`config.mk`:
```
export PLATFORM = sky130hd
export DESIGN_NAME = zc_detect
export DESIGN_NICKNAME = d
export VERILOG_FILES = /design/src/hw/zc_pkg.sv /design/src/hw/zc_sync2.sv /design/src/hw/zc_detect.sv
export SDC_FILE = /design/constraint.sdc
export NUM_CORES = 1
export LEC_CHECK = 0
export ABC_AREA = 1
export BUFFER_PORTS_ARGS = -buffer_cell sky130_fd_sc_hd__buf_2
export CAP_MARGIN = 20
export CELL_PAD_IN_SITES_DETAIL_PLACEMENT = 0
export CELL_PAD_IN_SITES_GLOBAL_PLACEMENT = 1
export CORE_ASPECT_RATIO = 0.7
export CORE_UTILIZATION = 27
export CTS_CLUSTER_DIAMETER = 200
export CTS_CLUSTER_SIZE = 12
export DETAILED_ROUTE_END_ITERATION = 6
export PLACE_DENSITY_LB_ADDON = 0.12
export SETUP_SLACK_MARGIN = 0.1
export SLEW_MARGIN = 20
export SYNTH_ARGS = -nofsm -noshare
export SYNTH_HDL_FRONTEND = slang
export SYNTH_HIERARCHICAL = 1
export SYNTH_SLANG_ARGS = --single-unit
```
`constraint.sdc`:
```
create_clock -name I_MCLK -period 1.74 [get_ports I_MCLK]
set_input_delay 0.261 -clock I_MCLK [delete_from_list [all_inputs] [get_ports I_MCLK]]
set_output_delay 0.261 -clock I_MCLK [all_outputs]
set_load 0.02 [all_outputs]
```
`src/hw/zc_pkg.sv`:
```
/*
  Constants, register map and carrier types for the zero-cross detector block.
  Assumes an AXI4-Lite master with 32-bit data and a single 125 MHz clock.
*/
`default_nettype none
package zc_pkg;

  // ************************************************************
  // register byte offsets
  // ************************************************************
  localparam logic [3:0] OFS_CONTROL   = 4'h0;
  localparam logic [3:0] OFS_FLAGS     = 4'h4;
  localparam logic [3:0] OFS_FLAG_CLR  = 4'h8;
  localparam logic [3:0] OFS_IRQ_CTRL  = 4'hC;

  // ************************************************************
  // field positions
  // ************************************************************
  localparam int BIT_DETECT_ON  = 7;
  localparam int BIT_LEVEL      = 5;
  localparam int BIT_POL_INV    = 4;
  localparam int BIT_RISE_EN    = 1;
  localparam int BIT_FALL_EN    = 0;
  localparam int BIT_IRQ_FLAG   = 0;
  localparam int BIT_ZC_IE      = 0;
  localparam int BIT_PERIPH_IE  = 1;
  localparam int BIT_GLOBAL_IE  = 2;

  // ************************************************************
  // reset values and bus response codes
  // ************************************************************
  localparam logic RST_POL_INV  = 1'h0;
  localparam logic RST_EDGE_EN  = 1'h0;
  localparam logic RST_IE       = 1'h0;
  localparam logic [1:0] RESP_OKAY   = 2'h0;
  localparam logic [1:0] RESP_SLVERR = 2'h2;

  typedef struct packed {
    logic detect_on;
    logic polarity_invert;
    logic rise_irq_en;
    logic fall_irq_en;
  } zc_ctrl_t;

  typedef struct packed {
    logic zc_irq_enable;
    logic peripheral_irq_enable;
    logic global_irq_enable;
  } zc_ie_t;

endpackage
`default_nettype wire

```
`src/hw/zc_sync2.sv`:
```
/*
  Two-flop synchroniser for one level.
  Assumes the input may change at any time relative to the clock.
*/
`timescale 1ns/1ps
`default_nettype none
module zc_sync2 (
  input  wire logic i_clk,
  input  wire logic i_reset,
  input  wire logic i_async,
  output logic      o_sync
);
  logic stage1;

  always_ff @(posedge i_clk or posedge i_reset) begin
    if (i_reset) begin
      stage1 <= 1'h0;
      o_sync <= 1'h0;
    end else begin
      stage1 <= i_async;
      o_sync <= stage1;
    end
  end
endmodule
`default_nettype wire

```
`src/hw/zc_detect.sv`:
```
/*
  Zero-cross detector digital side: pin drive control, level status with
  polarity, edge-triggered sticky flag, interrupt gating, AXI4-Lite slave.
  Assumes the analogue front end reports which current path is active.
*/
// Our own choices: the register addresses and register access over AXI4-Lite.
`timescale 1ns/1ps
`default_nettype none
module zc_detect
  import zc_pkg::*;
(
  input  wire logic        I_MCLK,
  input  wire logic        I_RESET,
  input  wire logic        i_CFG_DETECT_OFF,
  input  wire logic        i_SINK_ACTIVE,
  input  wire logic [31:0] i_AWADDR,
  input  wire logic        i_AWVALID,
  output logic             o_AWREADY,
  input  wire logic [31:0] i_WDATA,
  input  wire logic [3:0]  i_WSTRB,
  input  wire logic        i_WVALID,
  output logic             o_WREADY,
  output logic [1:0]       o_BRESP,
  output logic             o_BVALID,
  input  wire logic        i_BREADY,
  input  wire logic [31:0] i_ARADDR,
  input  wire logic        i_ARVALID,
  output logic             o_ARREADY,
  output logic [31:0]      o_RDATA,
  output logic [1:0]       o_RRESP,
  output logic             o_RVALID,
  input  wire logic        i_RREADY,
  output logic             o_PIN_ZC_MODE,
  output logic             o_IRQ
);

  // ************************************************************
  // control state
  // ************************************************************
  zc_ctrl_t   ctrl;
  zc_ie_t     ie;
  logic       cfg_loaded;
  logic       sink_sync;
  logic       zc_level_status;
  logic       level_prev;
  logic       zc_irq_flag;
  logic       rise_evt;
  logic       fall_evt;
  logic       set_flag;
  logic       clr_flag;
  logic       aw_held;
  logic       w_held;
  logic [3:0] aw_ofs;
  logic [31:0] w_data;
  logic       w_lane0;
  logic       do_write;

  function automatic logic known_ofs(input logic [31:0] addr);
    known_ofs = (addr[31:4] == 28'h0000000) && (addr[1:0] == 2'h0);
  endfunction

  zc_sync2 u_sync (
    .i_clk   (I_MCLK),
    .i_reset (I_RESET),
    .i_async (i_SINK_ACTIVE),
    .o_sync  (sink_sync)
  );

  // ************************************************************
  // level and edges
  // ************************************************************
  // sink active reads one, invert flips it; edges taken after the flip
  assign zc_level_status = sink_sync ^ ctrl.polarity_invert;
  assign rise_evt = zc_level_status & ~level_prev;
  assign fall_evt = ~zc_level_status & level_prev;
  // no gate on detect_on, so a polarity toggle alone can set the flag; no sleep gating
  assign set_flag = (rise_evt & ctrl.rise_irq_en) | (fall_evt & ctrl.fall_irq_en);

  always_ff @(posedge I_MCLK or posedge I_RESET) begin
    if (I_RESET) begin
      level_prev <= 1'h0;
    end else begin
      level_prev <= zc_level_status;
    end
  end

  always_ff @(posedge I_MCLK or posedge I_RESET) begin
    if (I_RESET) begin
      zc_irq_flag <= 1'h0;
    end else if (set_flag) begin
      zc_irq_flag <= 1'h1;
    end else if (clr_flag) begin
      zc_irq_flag <= 1'h0;
    end
  end

  assign o_IRQ = zc_irq_flag & ie.zc_irq_enable & ie.peripheral_irq_enable
               & ie.global_irq_enable;
  assign o_PIN_ZC_MODE = ctrl.detect_on;

  // ************************************************************
  // write channel
  // ************************************************************
  assign o_AWREADY = ~aw_held & ~o_BVALID;
  assign o_WREADY  = ~w_held & ~o_BVALID;
  assign do_write  = aw_held & w_held & ~o_BVALID;
  assign w_lane0   = i_WSTRB[0];

  always_ff @(posedge I_MCLK or posedge I_RESET) begin
    if (I_RESET) begin
      aw_held <= 1'h0;
      w_held  <= 1'h0;
      aw_ofs  <= 4'h0;
      w_data  <= 32'h00000000;
      o_BVALID <= 1'h0;
      o_BRESP  <= RESP_OKAY;
    end else begin
      if (i_AWVALID && o_AWREADY) begin
        aw_held <= 1'h1;
        aw_ofs  <= known_ofs(i_AWADDR) ? i_AWADDR[3:0] : 4'h1;
      end
      if (i_WVALID && o_WREADY) begin
        w_held <= 1'h1;
        w_data <= w_lane0 ? i_WDATA : 32'h00000000;
      end
      if (do_write) begin
        aw_held  <= 1'h0;
        w_held   <= 1'h0;
        o_BVALID <= 1'h1;
        o_BRESP  <= (aw_ofs == OFS_CONTROL || aw_ofs == OFS_FLAGS ||
                     aw_ofs == OFS_FLAG_CLR || aw_ofs == OFS_IRQ_CTRL) ?
                    RESP_OKAY : RESP_SLVERR;
      end else if (o_BVALID && i_BREADY) begin
        o_BVALID <= 1'h0;
      end
    end
  end

  assign clr_flag = do_write && aw_ofs == OFS_FLAG_CLR && w_data[BIT_IRQ_FLAG];

  // detector enable is caught from the strap after reset release
  always_ff @(posedge I_MCLK or posedge I_RESET) begin
    if (I_RESET) begin
      cfg_loaded  <= 1'h0;
      ctrl        <= '{detect_on: 1'h0, polarity_invert: RST_POL_INV,
                       rise_irq_en: RST_EDGE_EN, fall_irq_en: RST_EDGE_EN};
    end else if (!cfg_loaded) begin
      cfg_loaded     <= 1'h1;
      ctrl.detect_on <= ~i_CFG_DETECT_OFF;
    end else if (do_write && aw_ofs == OFS_CONTROL) begin
      ctrl.detect_on       <= w_data[BIT_DETECT_ON];
      ctrl.polarity_invert <= w_data[BIT_POL_INV];
      ctrl.rise_irq_en     <= w_data[BIT_RISE_EN];
      ctrl.fall_irq_en     <= w_data[BIT_FALL_EN];
    end
  end

  always_ff @(posedge I_MCLK or posedge I_RESET) begin
    if (I_RESET) begin
      ie <= '{zc_irq_enable: RST_IE, peripheral_irq_enable: RST_IE,
              global_irq_enable: RST_IE};
    end else if (do_write && aw_ofs == OFS_IRQ_CTRL) begin
      ie.zc_irq_enable         <= w_data[BIT_ZC_IE];
      ie.peripheral_irq_enable <= w_data[BIT_PERIPH_IE];
      ie.global_irq_enable     <= w_data[BIT_GLOBAL_IE];
    end
  end

  // ************************************************************
  // read channel
  // ************************************************************
  logic [31:0] next_rdata;
  logic [1:0]  next_rresp;

  assign o_ARREADY = ~o_RVALID;

  always_comb begin
    next_rdata = 32'h00000000;
    next_rresp = RESP_OKAY;
    if (!known_ofs(i_ARADDR)) begin
      next_rresp = RESP_SLVERR;
    end else begin
      case (i_ARADDR[3:0])
        OFS_CONTROL: begin
          next_rdata[BIT_DETECT_ON] = ctrl.detect_on;
          next_rdata[BIT_LEVEL]     = zc_level_status;
          next_rdata[BIT_POL_INV]   = ctrl.polarity_invert;
          next_rdata[BIT_RISE_EN]   = ctrl.rise_irq_en;
          next_rdata[BIT_FALL_EN]   = ctrl.fall_irq_en;
        end
        OFS_FLAGS: begin
          next_rdata[BIT_IRQ_FLAG] = zc_irq_flag;
        end
        OFS_FLAG_CLR: begin
          next_rdata = 32'h00000000;
        end
        OFS_IRQ_CTRL: begin
          next_rdata[BIT_ZC_IE]     = ie.zc_irq_enable;
          next_rdata[BIT_PERIPH_IE] = ie.peripheral_irq_enable;
          next_rdata[BIT_GLOBAL_IE] = ie.global_irq_enable;
        end
        default: begin
          next_rresp = RESP_SLVERR;
        end
      endcase
    end
  end

  always_ff @(posedge I_MCLK or posedge I_RESET) begin
    if (I_RESET) begin
      o_RVALID <= 1'h0;
      o_RDATA  <= 32'h00000000;
      o_RRESP  <= RESP_OKAY;
    end else if (i_ARVALID && o_ARREADY) begin
      o_RVALID <= 1'h1;
      o_RDATA  <= next_rdata;
      o_RRESP  <= next_rresp;
    end else if (o_RVALID && i_RREADY) begin
      o_RVALID <= 1'h0;
    end
  end

  // ************************************************************
  // checks
  // ************************************************************
  chk_rise_sets_flag: assert property (@(posedge I_MCLK) disable iff (I_RESET)
    (rise_evt && ctrl.rise_irq_en) |=> zc_irq_flag)
    else $error("rising edge did not set flag");

  chk_fall_sets_flag: assert property (@(posedge I_MCLK) disable iff (I_RESET)
    (fall_evt && ctrl.fall_irq_en) |=> zc_irq_flag)
    else $error("falling edge did not set flag");

  chk_set_beats_clear: assert property (@(posedge I_MCLK) disable iff (I_RESET)
    (set_flag && clr_flag) |=> zc_irq_flag)
    else $error("clear won over set");

  chk_flag_sticky: assert property (@(posedge I_MCLK) disable iff (I_RESET)
    (zc_irq_flag && !clr_flag) |=> zc_irq_flag)
    else $error("flag dropped without clear");

  chk_irq_gating: assert property (@(posedge I_MCLK) disable iff (I_RESET)
    o_IRQ == (zc_irq_flag && ie.zc_irq_enable && ie.peripheral_irq_enable
              && ie.global_irq_enable))
    else $error("interrupt gating wrong");

  // starts once both synchroniser stages hold post-reset samples
  chk_level_polarity: assert property (@(posedge I_MCLK) disable iff (I_RESET)
    (cfg_loaded && $past(cfg_loaded))
    |-> (zc_level_status == ($past(i_SINK_ACTIVE, 2) ^ ctrl.polarity_invert)))
    else $error("level status polarity wrong");

  chk_sync_delay: assert property (@(posedge I_MCLK) disable iff (I_RESET)
    cfg_loaded |-> ##2 (sink_sync == $past(i_SINK_ACTIVE, 2)))
    else $error("synchroniser delay not two cycles");

  chk_pol_toggle_irq: assert property (@(posedge I_MCLK) disable iff (I_RESET)
    ($changed(ctrl.polarity_invert) && $stable(sink_sync) && ctrl.rise_irq_en
     && ctrl.fall_irq_en && cfg_loaded) |=> zc_irq_flag)
    else $error("polarity toggle did not set flag");

  chk_pin_mode: assert property (@(posedge I_MCLK) disable iff (I_RESET)
    o_PIN_ZC_MODE == ctrl.detect_on)
    else $error("pin mode not following enable");

  chk_strap_load: assert property (@(posedge I_MCLK) disable iff (I_RESET)
    $rose(cfg_loaded) |-> (ctrl.detect_on == !$past(i_CFG_DETECT_OFF)))
    else $error("detector enable strap not loaded");

  // ************************************************************
  // flag, gating and bus protocol checks
  // ************************************************************
  chk_flag_set_only: assert property (@(posedge I_MCLK) disable iff (I_RESET)
    (!zc_irq_flag && !set_flag) |=> !zc_irq_flag)
    else $error("flag rose without an enabled edge");

  chk_clear_drops: assert property (@(posedge I_MCLK) disable iff (I_RESET)
    (clr_flag && !set_flag) |=> !zc_irq_flag)
    else $error("clear did not drop flag");

  chk_no_edge_no_set: assert property (@(posedge I_MCLK) disable iff (I_RESET)
    (!rise_evt && !fall_evt) |-> !set_flag)
    else $error("set without an edge");

  chk_rise_gated: assert property (@(posedge I_MCLK) disable iff (I_RESET)
    (rise_evt && !ctrl.rise_irq_en) |-> !set_flag)
    else $error("rising edge set flag while disabled");

  chk_fall_gated: assert property (@(posedge I_MCLK) disable iff (I_RESET)
    (fall_evt && !ctrl.fall_irq_en) |-> !set_flag)
    else $error("falling edge set flag while disabled");

  chk_level_prev_track: assert property (@(posedge I_MCLK) disable iff (I_RESET)
    cfg_loaded |=> (level_prev == $past(zc_level_status)))
    else $error("edge history not following level");

  chk_irq_needs_flag: assert property (@(posedge I_MCLK) disable iff (I_RESET)
    !zc_irq_flag |-> !o_IRQ)
    else $error("interrupt without flag");

  chk_ie_write: assert property (@(posedge I_MCLK) disable iff (I_RESET)
    (do_write && aw_ofs == OFS_IRQ_CTRL) |=>
    (ie.zc_irq_enable == $past(w_data[BIT_ZC_IE])
     && ie.global_irq_enable == $past(w_data[BIT_GLOBAL_IE])))
    else $error("enable write not applied");

  chk_ctrl_write: assert property (@(posedge I_MCLK) disable iff (I_RESET)
    (cfg_loaded && do_write && aw_ofs == OFS_CONTROL) |=>
    (ctrl.detect_on == $past(w_data[BIT_DETECT_ON])
     && ctrl.polarity_invert == $past(w_data[BIT_POL_INV])))
    else $error("control write not applied");

  chk_bvalid_hold: assert property (@(posedge I_MCLK) disable iff (I_RESET)
    (o_BVALID && !i_BREADY) |=> (o_BVALID && $stable(o_BRESP)))
    else $error("write response dropped early");

  chk_rvalid_hold: assert property (@(posedge I_MCLK) disable iff (I_RESET)
    (o_RVALID && !i_RREADY) |=>
    (o_RVALID && $stable(o_RDATA) && $stable(o_RRESP)))
    else $error("read data dropped early");

  chk_b_after_write: assert property (@(posedge I_MCLK) disable iff (I_RESET)
    (aw_held && w_held && !o_BVALID) |=> o_BVALID)
    else $error("no response after address and data");

  chk_r_after_addr: assert property (@(posedge I_MCLK) disable iff (I_RESET)
    (i_ARVALID && o_ARREADY) |=> o_RVALID)
    else $error("no read data after address");

  chk_write_busy: assert property (@(posedge I_MCLK) disable iff (I_RESET)
    o_BVALID |-> (!o_AWREADY && !o_WREADY))
    else $error("write accepted while response pending");

  chk_read_busy: assert property (@(posedge I_MCLK) disable iff (I_RESET)
    o_RVALID |-> !o_ARREADY)
    else $error("read accepted while data pending");

  chk_bad_write_resp: assert property (@(posedge I_MCLK) disable iff (I_RESET)
    (do_write && aw_ofs == 4'h1) |=> (o_BRESP == RESP_SLVERR))
    else $error("unmapped write not refused");

  chk_bvalid_drop: assert property (@(posedge I_MCLK) disable iff (I_RESET)
    (o_BVALID && i_BREADY) |=> !o_BVALID)
    else $error("write response not retired");

endmodule
`default_nettype wire

```
==> results of run 1 <==
==> power breakdown <==
part / internal (uW) / leakage [uW] / switching (uW) / total [uW]
clock network: 357 / 0.0000542 / 279 / 637
registers: 910 / 0.000419 / 101 / 1010
logic: 221 / 0.000824 / 407 / 628
==> repair_timing <==
| item | in CTS | in global routing |
|---|---|---|
| endpoints found under the hold margin | 2 | 0 |
| endpoints found under the setup margin | 0 | 0 |
| hold buffers | 1 | 0 |
==> cell families (layout without fill, tap and decap cells) <==
group                     after synthesis  after routing  share of synthesized area, %
xor gates and xnor gates                1              1                        0.4835
buffers and inverters                  48            123                         15.75
other                                   2             29                        0.4145
DFF                                    33             33                         45.58
and+or+nand+nor                       128            128                         32.80
AOI/OAI and AO/OA                      18             18                         4.972
==> sequential cells by signal (all words and copies together), names as in the netlist, 3 cells and up <==
signal / cells
o_RDATA: 6
w_data: 5
aw_ofs: 4
ctrl: 3
ie: 3
==> placed cells by master, fill, tap and decap left out, types with 3 or more instances in the layout <==
cell type and n:
nor2_1 45, nand4_1 6, inv_1 18, nand3_1 22, dfrtp_1 33, o21ai_0 13, buf_2 93, o21ai_1 3
nand2_1 43, conb_1 29, clkbuf_8 7
==> how the worst max path moves through the flow <==
| stage | startpoint | to | cells after the start |
|---|---|---|---|
| finish | aw_held | o_AWREADY | 2 |
| global route | aw_held | o_AWREADY | 2 |
| global placement | i_ARADDR[27] | o_RDATA[0] | 6 |
| detailed placement | i_ARADDR[17] | o_RDATA[0] | 6 |
| floorplan | o_BVALID | aw_ofs[3] | 5 |
| CTS | aw_held | o_AWREADY | 2 |
==> final cells by class <==
cell class,instances,area (um2)
clock inverter,1,5.005
multi-input combinational,176,802.0
fill,695,3965
inverter,20,75.07
sequential,33,825.8
tap,91,113.9
clock buffer,7,96.34
timing repair buffer,95,483.0
==> worst max-delay path, cell delays in order, from the launching register on <==
cell and delay [ns]:
dfrtp_1 0.42, nor2_1 0.17, buf_2 0.19
==> stage by stage <==
| stage | power [uW] | hold slack (ns) | worst slack (ns) | cells |
|---|---|---|---|---|
| detailed placement | 1662 | 0.1254 | 0.4501 | 414 |
| global route | 2447 | 0.05963 | 0.3256 | 423 |
| global placement | 1653 | 0.1239 | 0.4440 | 414 |
| floorplan | 1472 | 0.002185 | 0.3959 | 257 |
| CTS | 2322 | 0.06539 | 0.3910 | 423 |
| finish | 2275 | 0.08036 | 0.4106 | 423 |
==> metal layers <==
layer,share of wire (%),GRT usage [%],vias to the layer above,routed length [um]
li1,-,-,875,-
met1,52,17.73,711,2121
met2,41,18.70,52,1703
met3,5.9,3.656,5,244
met4,0.95,3.922,0,39
met5,0,0,-,0
==> metrics, run 1 <==
CP Data Required Time=1.48 ns; DP Area=2290 um2; Post-synth EDFFs=0; FF-to-FF Start=aw_ofs[1]; largest net degree at the start of global routing=32; Ports=152; asr flop ratio synth=100.0%; # rows=24; clock sink total=33; YS warnings=6; Routed Antenna Nets=0; power density cells=947.7 nW/um2; Num CTS Buffers=5; GRT Total Usage=12.61%; cell count after synthesis=230; setup TNS=0 ns; Via density=3.884; synthesis-stage register bit count=33; max-cap viol count=0; syn avg cell area=7.877 um2; Worst R2R Setup Slack=0.45 ns; Pre-antenna DRT Iters=4; Worst-Skew Late Latency=0.28 ns; routability cong.=0.7139; Synth Cell Area=roughly 1800 um2; commonest cells in the netlist=nor2_1, nand2_1, dfrtp_1; Hold Startpoint=i_SINK_ACTIVE; port bufs=93; CTS tree=yes; Hold Crit Class=in2reg; clk root buf=clkbuf_8; Final Max Tran Viols=0; CP Capture Type=output port; Fin Clk Skew=a little under 0.006 ns; count of cell types in the netlist=22; # diodes=0; R2R depth=6; CTS resizes=0; Area contributors post-synth=dfrtp_1, buf_4, nor2_1; clk slew on worst S/H paths=0.07 ns; share of the synthesized area in the top cell type=45.58%; Post-CTS Setup Repair Bufs=0; final hold vios=0; fmax=752.2 MHz; Die Width=99.91 um; HPWL after detailed placement=3.327 mm; worst IR drop on VDD=0.3222 mV; vias in the first global route=1,524; RSZ-0062 raised after global routing=false; Die Span Y=about 71 um; final instance area=2401 um2; GR Overflow Total=0; crit path max fanout=3; first-pass GRT wire length=~6.8 mm; Seq/Total Area, Yosys=45.58%; Setup violations, final=0; Starting DRT DRC Count=between 60 and 70; vias=1,643; post-layout util=about 38%; reg-to-reg critical path endpoint=ctrl[2]; CP Class=reg2out; layout cells sized above 1=34.94%; Worst Hold Depth=1; CTS Buffer Depth=2; core area=6366 um2; initial antenna violation count=0; DRC Markers=0; wire per inst=9.712 um; CP arrival=1.07 ns; Startpoint Class=register; standby leakage power=0.001298 uW; count leader, synth=nor2_1; Yosys top cell by area=dfrtp_1; Hold Crit Endpoint=u_sync/stage1; total wire length=4.108 mm; dominant synthesized flop cell=dfrtp_1; final period utilization=76.40%; Initial Utilization=between 20% and 30%; status=completed; Nets=440; maximum level of the CTS H-tree=2; Tmin final=1.329 ns; Die ar.=about 7000 um2; Layout area overhead=32.53%
No activity file was read; power rests on OpenSTA's default activity.
==> run 2: changes to the inputs <==
--- a/config.mk
+++ b/config.mk
@@ -5,13 +5,13 @@
 export SDC_FILE = /design/constraint.sdc
 export NUM_CORES = 1
 export LEC_CHECK = 0
-export ABC_AREA = 1
+export ABC_AREA = 0
 export BUFFER_PORTS_ARGS = -buffer_cell sky130_fd_sc_hd__buf_2
 export CAP_MARGIN = 20
 export CELL_PAD_IN_SITES_DETAIL_PLACEMENT = 0
 export CELL_PAD_IN_SITES_GLOBAL_PLACEMENT = 1
 export CORE_ASPECT_RATIO = 0.7
-export CORE_UTILIZATION = 27
+export CORE_UTILIZATION = 25
 export CTS_CLUSTER_DIAMETER = 200
 export CTS_CLUSTER_SIZE = 12
 export DETAILED_ROUTE_END_ITERATION = 6
==> constraint.sdc (replaced) <==
create_clock -name I_MCLK -period 1.4 [get_ports I_MCLK]
set_input_delay 0.21 -clock I_MCLK [delete_from_list [all_inputs] [get_ports I_MCLK]]
set_output_delay 0.21 -clock I_MCLK [all_outputs]
set_load 0.02 [all_outputs]
==> run 2 against run 1 <==
The run now ends with negative setup slack left. Sequential share of layout area down 0.32 points. Combinational power rose by 46%. Clock power is 9.9% higher. First-iteration DRC count is 43% lower. Sequential cell count did not move. Sequential power grew 22%. Largest power group unchanged. Worst setup slack worse by 0.77 ns. Die area fell by 0.34%.
==> metrics, run 2 <==
CP Capture Type=register; HPWL after detailed placement=3.305 mm (-0.67%); Placed Cells=353 (-15%); commonest cells in the netlist=dfrtp_1, buf_4, nand2_1; Layout area overhead=45.21%; core area=6336 um2 (-0.47%); worst IR drop on VDD=0.5242 mV (+63%); PnR worst setup slack=-0.3567 ns (-0.7673 ns); clk slew on worst S/H paths=0.07 ns (about the same); Area contributors post-synth=dfrtp_1, buf_4, nor4_1; DRC Markers=0 (unchanged); Fin Clk Skew=0.007157 ns (+0.001338 ns); CP Class=reg2reg; Synth Cell Area=1672 um2 (-7.7%); # rows=24 (unchanged); Largest delay share family, worst path=simple AND/OR/NAND/NOR gates; Die Span Y=70.42 um (-0.17%); Ports=152 (unchanged); vias=1,503 (-8.5%); Post-synth EDFFs=0 (unchanged); clk root buf=clkbuf_8; Pre-antenna DRT Iters=4 (unchanged); port bufs=93 (unchanged); first-pass GRT wire length=6.327 mm (-7.4%); Die Width=99.74 um (-0.17%); non-filler cells, final=367 (-13%); Setup violations, final=8 (+8); asr flop ratio synth=100.0% (unchanged); syn avg cell area=10.26 um2 (+30%); Yosys top cell by area=dfrtp_1; max-cap viol count=0 (unchanged); Starting DRT DRC Count=38 (-43%); wire per inst=11.28 um (+16%); largest net degree at the start of global routing=32 (unchanged); Largest regs=o_RDATA: 6 flops, w_data: 5 flops, aw_ofs: 4 flops; largest register by flop count=o_RDATA; worst slack, placed=-0.4256 ns (-0.8757 ns); CP arrival=1.92 ns (+0.85 ns); CP Data Required Time=1.57 ns (+0.09 ns); share of the synthesized area in the top cell type=49.40% (+3.8 points); synthesis-stage register bit count=33 (unchanged); standby leakage power=0.001258 uW (-3.1%); final period utilization=125.5%; cell count after synthesis=163 (-29%); commonest non-fill, non-tap cells in the layout=buf_2, dfrtp_1, conb_1, nand2_1, nor4_1; initial antenna violation count=0 (unchanged); failing checks=negative setup slack; maximum level of the CTS H-tree=2 (unchanged); power density cells=1172 nW/um2 (+24%); Initial Utilization=26.38% (-2.1 points); GR Overflow Total=0 (unchanged); dominant synthesized flop cell=dfrtp_1; total wire length=4.138 mm (+0.73%); slowest CP cell=dfrtp_2; crit path max fanout=4 (+1); layout cells sized above 1=48.55% (+14 points); post-layout util=38.31% (+0.59 points); setup TNS=-2.346 ns (-2.346 ns); Seq/Total Area, Yosys=49.40% (+3.8 points); Final Max Tran Viols=0 (unchanged); CP startpoint=o_BVALID; count of cell types in the netlist=31 (+41%); Hold Crit Class=in2reg; Nets=384 (-13%); routability cong.=0.6894 (-3.4%); worst path bufs/invs=1 (unchanged); Worst-Skew Late Latency=0.28 ns (about the same); vias in the first global route=1,414 (-7.2%); clock sink total=33 (unchanged); count leader, synth=dfrtp_1; Tmin final=1.757 ns; crit path cell chain=nand3b_1 -> or3_4 -> nor4b_4 -> buf_4 -> mux2_4; Startpoint Class=register; max reg flops=6 (unchanged); most common cell after layout, fill and taps aside=buf_2; RSZ-0062 raised after global routing=true; GRT Total Usage=11.64% (-0.97 points); fmax=569.3 MHz; CTS Buffer Depth=2 (unchanged); Hold Startpoint=i_SINK_ACTIVE; Routed Antenna Nets=0 (unchanged); Die ar.=7023 um2 (-0.34%); YS warnings=6 (unchanged); Slowest Stage Delay on Critical Path=0.40 ns (-0.02 ns); status=complete, but fails checks; Num CTS Buffers=5 (unchanged); final hold vios=0 (unchanged); CTS tree=yes; Via density=4.095 (+5.4%); FF-to-FF Start=o_BVALID; # diodes=0 (unchanged)
run 2: metrics by stage:
step	area [um2]	hold slack, ns	total power [uW]
global placement	2202	0.07579	1955
global route	2427	0.02092	3021
CTS	2374	0.01828	2753
detailed placement	2202	0.07452	1957
finish	2427	0.02828	2846
floorplan	1777	-0.04882	1661
run 2: layer usage:
metal	vias to the layer above	global-route usage, %	share of wire, %
li1	746	-	-
met1	678	15.88	48
met2	74	17.70	44
met3	5	2.903	7.2
met4	0	4.412	1.1
met5	-	0	0
run 2: final cells by class:
type                       instances  area [um2]
multi-input combinational        121       772.0
sequential                        33       827.0
inverter                           7       26.28
clock buffer                       5       68.82
timing repair buffer             107       601.8
clock inverter                     3       17.52
fill                             650        3909
tap                               91       113.9
run 2: timing repair:
action / 4_1_cts / 5_1_grt
hold endpoints to repair: 2 / 0
gates resized for setup: 13 / 11
hold buffers: 1 / 0
buffers inserted: 3 / 2
setup endpoints to repair: 17 / 21
pin swaps: 1 / 0
run 2: kinds of logic after synthesis:
kind of cell	count (synthesis)	share of synthesized area (%)
muxes	9	5.913
DFF	33	49.40
and+or+nand+nor	58	19.46
buffers and inverters	36	14.37
AOI/OAI and AO/OA	24	9.882
xor gates and xnor gates	1	0.5240
other	2	0.4493
run 2: final timing paths:
kind	endpoint	slack [ns]	cells past startpoint
worst max-delay path	ctrl[2]	-0.36	5
worst min-delay path	u_sync/stage1	0.03	1
worst max register to register	ctrl[2]	-0.36	5
worst min register to register	u_sync/o_sync	0.35	0
max in group asynchronous	o_BVALID	0.55	4
min in group asynchronous	u_sync/stage1	0.31	3
run 2: power by group:
part | leakage (uW) | total, uW | internal [uW] | switching (uW)
combinational | 0.000796 | 915 | 441 | 474
sequential | 0.000418 | 1230 | 1100 | 126
clock | 0.0000439 | 700 | 343 | 357
==> run 3: changes to the inputs <==
--- a/config.mk
+++ b/config.mk
@@ -15,6 +15,7 @@
 export CTS_CLUSTER_DIAMETER = 200
 export CTS_CLUSTER_SIZE = 12
 export DETAILED_ROUTE_END_ITERATION = 6
+export HOLD_SLACK_MARGIN = 0.1
 export PLACE_DENSITY_LB_ADDON = 0.12
 export SETUP_SLACK_MARGIN = 0.1
 export SLEW_MARGIN = 20
==> run 3 against run 2 <==
The flow still finishes with violations (negative setup slack). Sequential share of layout area is 0.28 points lower. Hold slack better by 0.078 ns. Total power is 0.24% higher. Cell area is 0.82% higher. Combinational power is 0.8% higher. Non-clock buffer count is 2 higher.
==> metrics, run 3 (same netlist as run 2, synthesis figures left out) <==
maximum level of the CTS H-tree=2 (unchanged); Pre-antenna DRT Iters=4 (unchanged); Ports=152 (unchanged); final period utilization=125.5% (about the same); vias=1,511 (+0.53%); HPWL after detailed placement=3.305 mm (unchanged); Starting DRT DRC Count=43 (+13%); RSZ-0062 raised after global routing=true; Num CTS Buffers=5 (unchanged); layout cells sized above 1=48.20% (-0.35 points); Largest regs=o_RDATA: 6 flops, w_data: 5 flops, aw_ofs: 4 flops; routability cong.=0.6894 (unchanged); Multi-input gate area=772.0 um2 (unchanged); PnR worst setup slack=-0.3567 ns (-0.00001000 ns); clock sink total=33 (unchanged); GRT Total Usage=11.75% (+0.11 points); standby leakage power=0.001266 uW (+0.66%); port bufs=93 (unchanged); Routed Antenna Nets=0 (unchanged); Die Span Y=70.42 um (unchanged); max-cap viol count=0 (unchanged); CTS Buffer Depth=2 (unchanged); GRT met3 Usage=2.903% (unchanged); Nets=386 (+0.52%); Hold Crit Class=in2reg; clk root buf=clkbuf_8; Die Width=99.74 um (unchanged); power density cells=1166 nW/um2 (-0.58%); crit path max fanout=4 (unchanged); gr busiest metal=met2; vias in the first global route=1,429 (+1.1%); met1 usage=16.00% (+0.13 points); Startpoint Class=register; CP Capture Type=register; grt met2 use=17.93% (+0.23 points); worst IR drop on VDD=0.5243 mV (about the same); post-layout util=38.63% (+0.32 points); wire per inst=11.29 um (+0.16%); largest net degree at the start of global routing=32 (unchanged); Final Max Tran Viols=0 (unchanged); failing checks=negative setup slack; CP Class=reg2reg; DRC Markers=0 (unchanged); Fin Clk Skew=0.007131 ns (-0.00002656 ns); clk slew on worst S/H paths=0.07 ns (about the same); commonest non-fill, non-tap cells in the layout=buf_2, dfrtp_1, conb_1, nand2_1, nor4_1; slowest CP cell=dfrtp_2; fmax=569.2 MHz (about the same); max reg flops=6 (unchanged); largest register by flop count=o_RDATA; core area=6336 um2 (unchanged); Die ar.=7023 um2 (unchanged); total wire length=4.167 mm (+0.70%); GR Overflow Total=0 (unchanged); Setup violations, final=8 (unchanged); first-pass GRT wire length=6.396 mm (+1.1%); Worst-Skew Late Latency=0.28 ns (about the same); status=complete, but fails checks; Initial Utilization=26.38% (unchanged); Via density=4.095 (about the same); most common cell after layout, fill and taps aside=buf_2; Filler cells=650 (unchanged); Hold WS=0.1060 ns (+0.07774 ns); # rows=24 (unchanged); crit path cell chain=nand3b_1 -> or3_4 -> nor4b_4 -> buf_4 -> mux2_4; CP arrival=1.92 ns (about the same); CP Data Required Time=1.57 ns (about the same); initial antenna violation count=0 (unchanged); final hold vios=0 (unchanged); register area=827.0 um2 (unchanged); Tmin final=1.757 ns (+0.00001000 ns); total power draw=2853 uW (+0.24%); worst path bufs/invs=1 (unchanged); Largest delay share family, worst path=simple AND/OR/NAND/NOR gates; # diodes=0 (unchanged); Layout area overhead=46.41%; Slowest Stage Delay on Critical Path=0.40 ns (about the same); CTS tree=yes
[run 3: cell count changes in the layout (fill, tap and decap cells not counted), sizes merged]
cell | previous run | this run
dlygate4sd3 | 1 | 3
[run 3: worst paths after layout]
check	cells after the start	to	slack, ns	from
setup reg to reg	5	ctrl[2]	-0.36	o_BVALID
hold / removal	2	o_RVALID	0.11	i_RREADY
min in group asynchronous	3	u_sync/stage1	0.31	I_RESET
max in group asynchronous	4	o_BVALID	0.55	I_RESET
hold reg to reg	0	u_sync/o_sync	0.35	u_sync/stage1
setup / recovery	5	ctrl[2]	-0.36	o_BVALID
[run 3: area by class of cell]
class                   instances  area share [%]
multi-input cells             121           31.54
flip-flops and latches         33           33.79
inverters                       7           1.074
clock buffers                   5           2.812
well taps                      91           4.652
clock inverters                 3          0.7157
repair buffers                109           25.41
[run 3: power breakdown]
| part | internal, uW | total, uW | leakage [uW] | switching, uW |
|---|---|---|---|---|
| clock network | 343 | 700 | 0.0000439 | 357 |
| registers | 1100 | 1230 | 0.000418 | 126 |
| logic | 445 | 922 | 0.000804 | 477 |
| total | 1890 | 2850 | 0.00127 | 961 |
[run 3: stage by stage]
step                setup TNS [ns]  setup WS (ns)  cell area, um2  instances
finish                      -2.346        -0.3567            2447        369
CTS                         -2.326        -0.3476            2394        367
global placement            -2.347        -0.3696            2202        353
detailed placement          -2.687        -0.4256            2202        353
floorplan                   -2.686        -0.3829            1777        190
global route                -2.907        -0.4232            2447        369
[run 3: timing repair]
item                                   4_1_cts  5_1_grt
setup buffers                                3        2
setup endpoints to repair                   17       21
cloned                                       0        0
pin swaps                                    1        0
hold buffers                                 3        0
resized for setup                           13       11
endpoints found under the hold margin       35        0
[run 3: worst register-to-register path, cell delays in order, from the launching register on]
cell	delay [ns]
dfrtp_2	0.40
nand3b_1	0.19
or3_4	0.37
nor4b_4	0.21
buf_4	0.19
mux2_4	0.30
[run 3: routing by layer]
metal | vias to the layer above | share of wire, %
met5 | - | 0
met4 | 0 | 1.1
met1 | 683 | 48
met3 | 5 | 7.2
met2 | 74 | 44
li1 | 749 | -
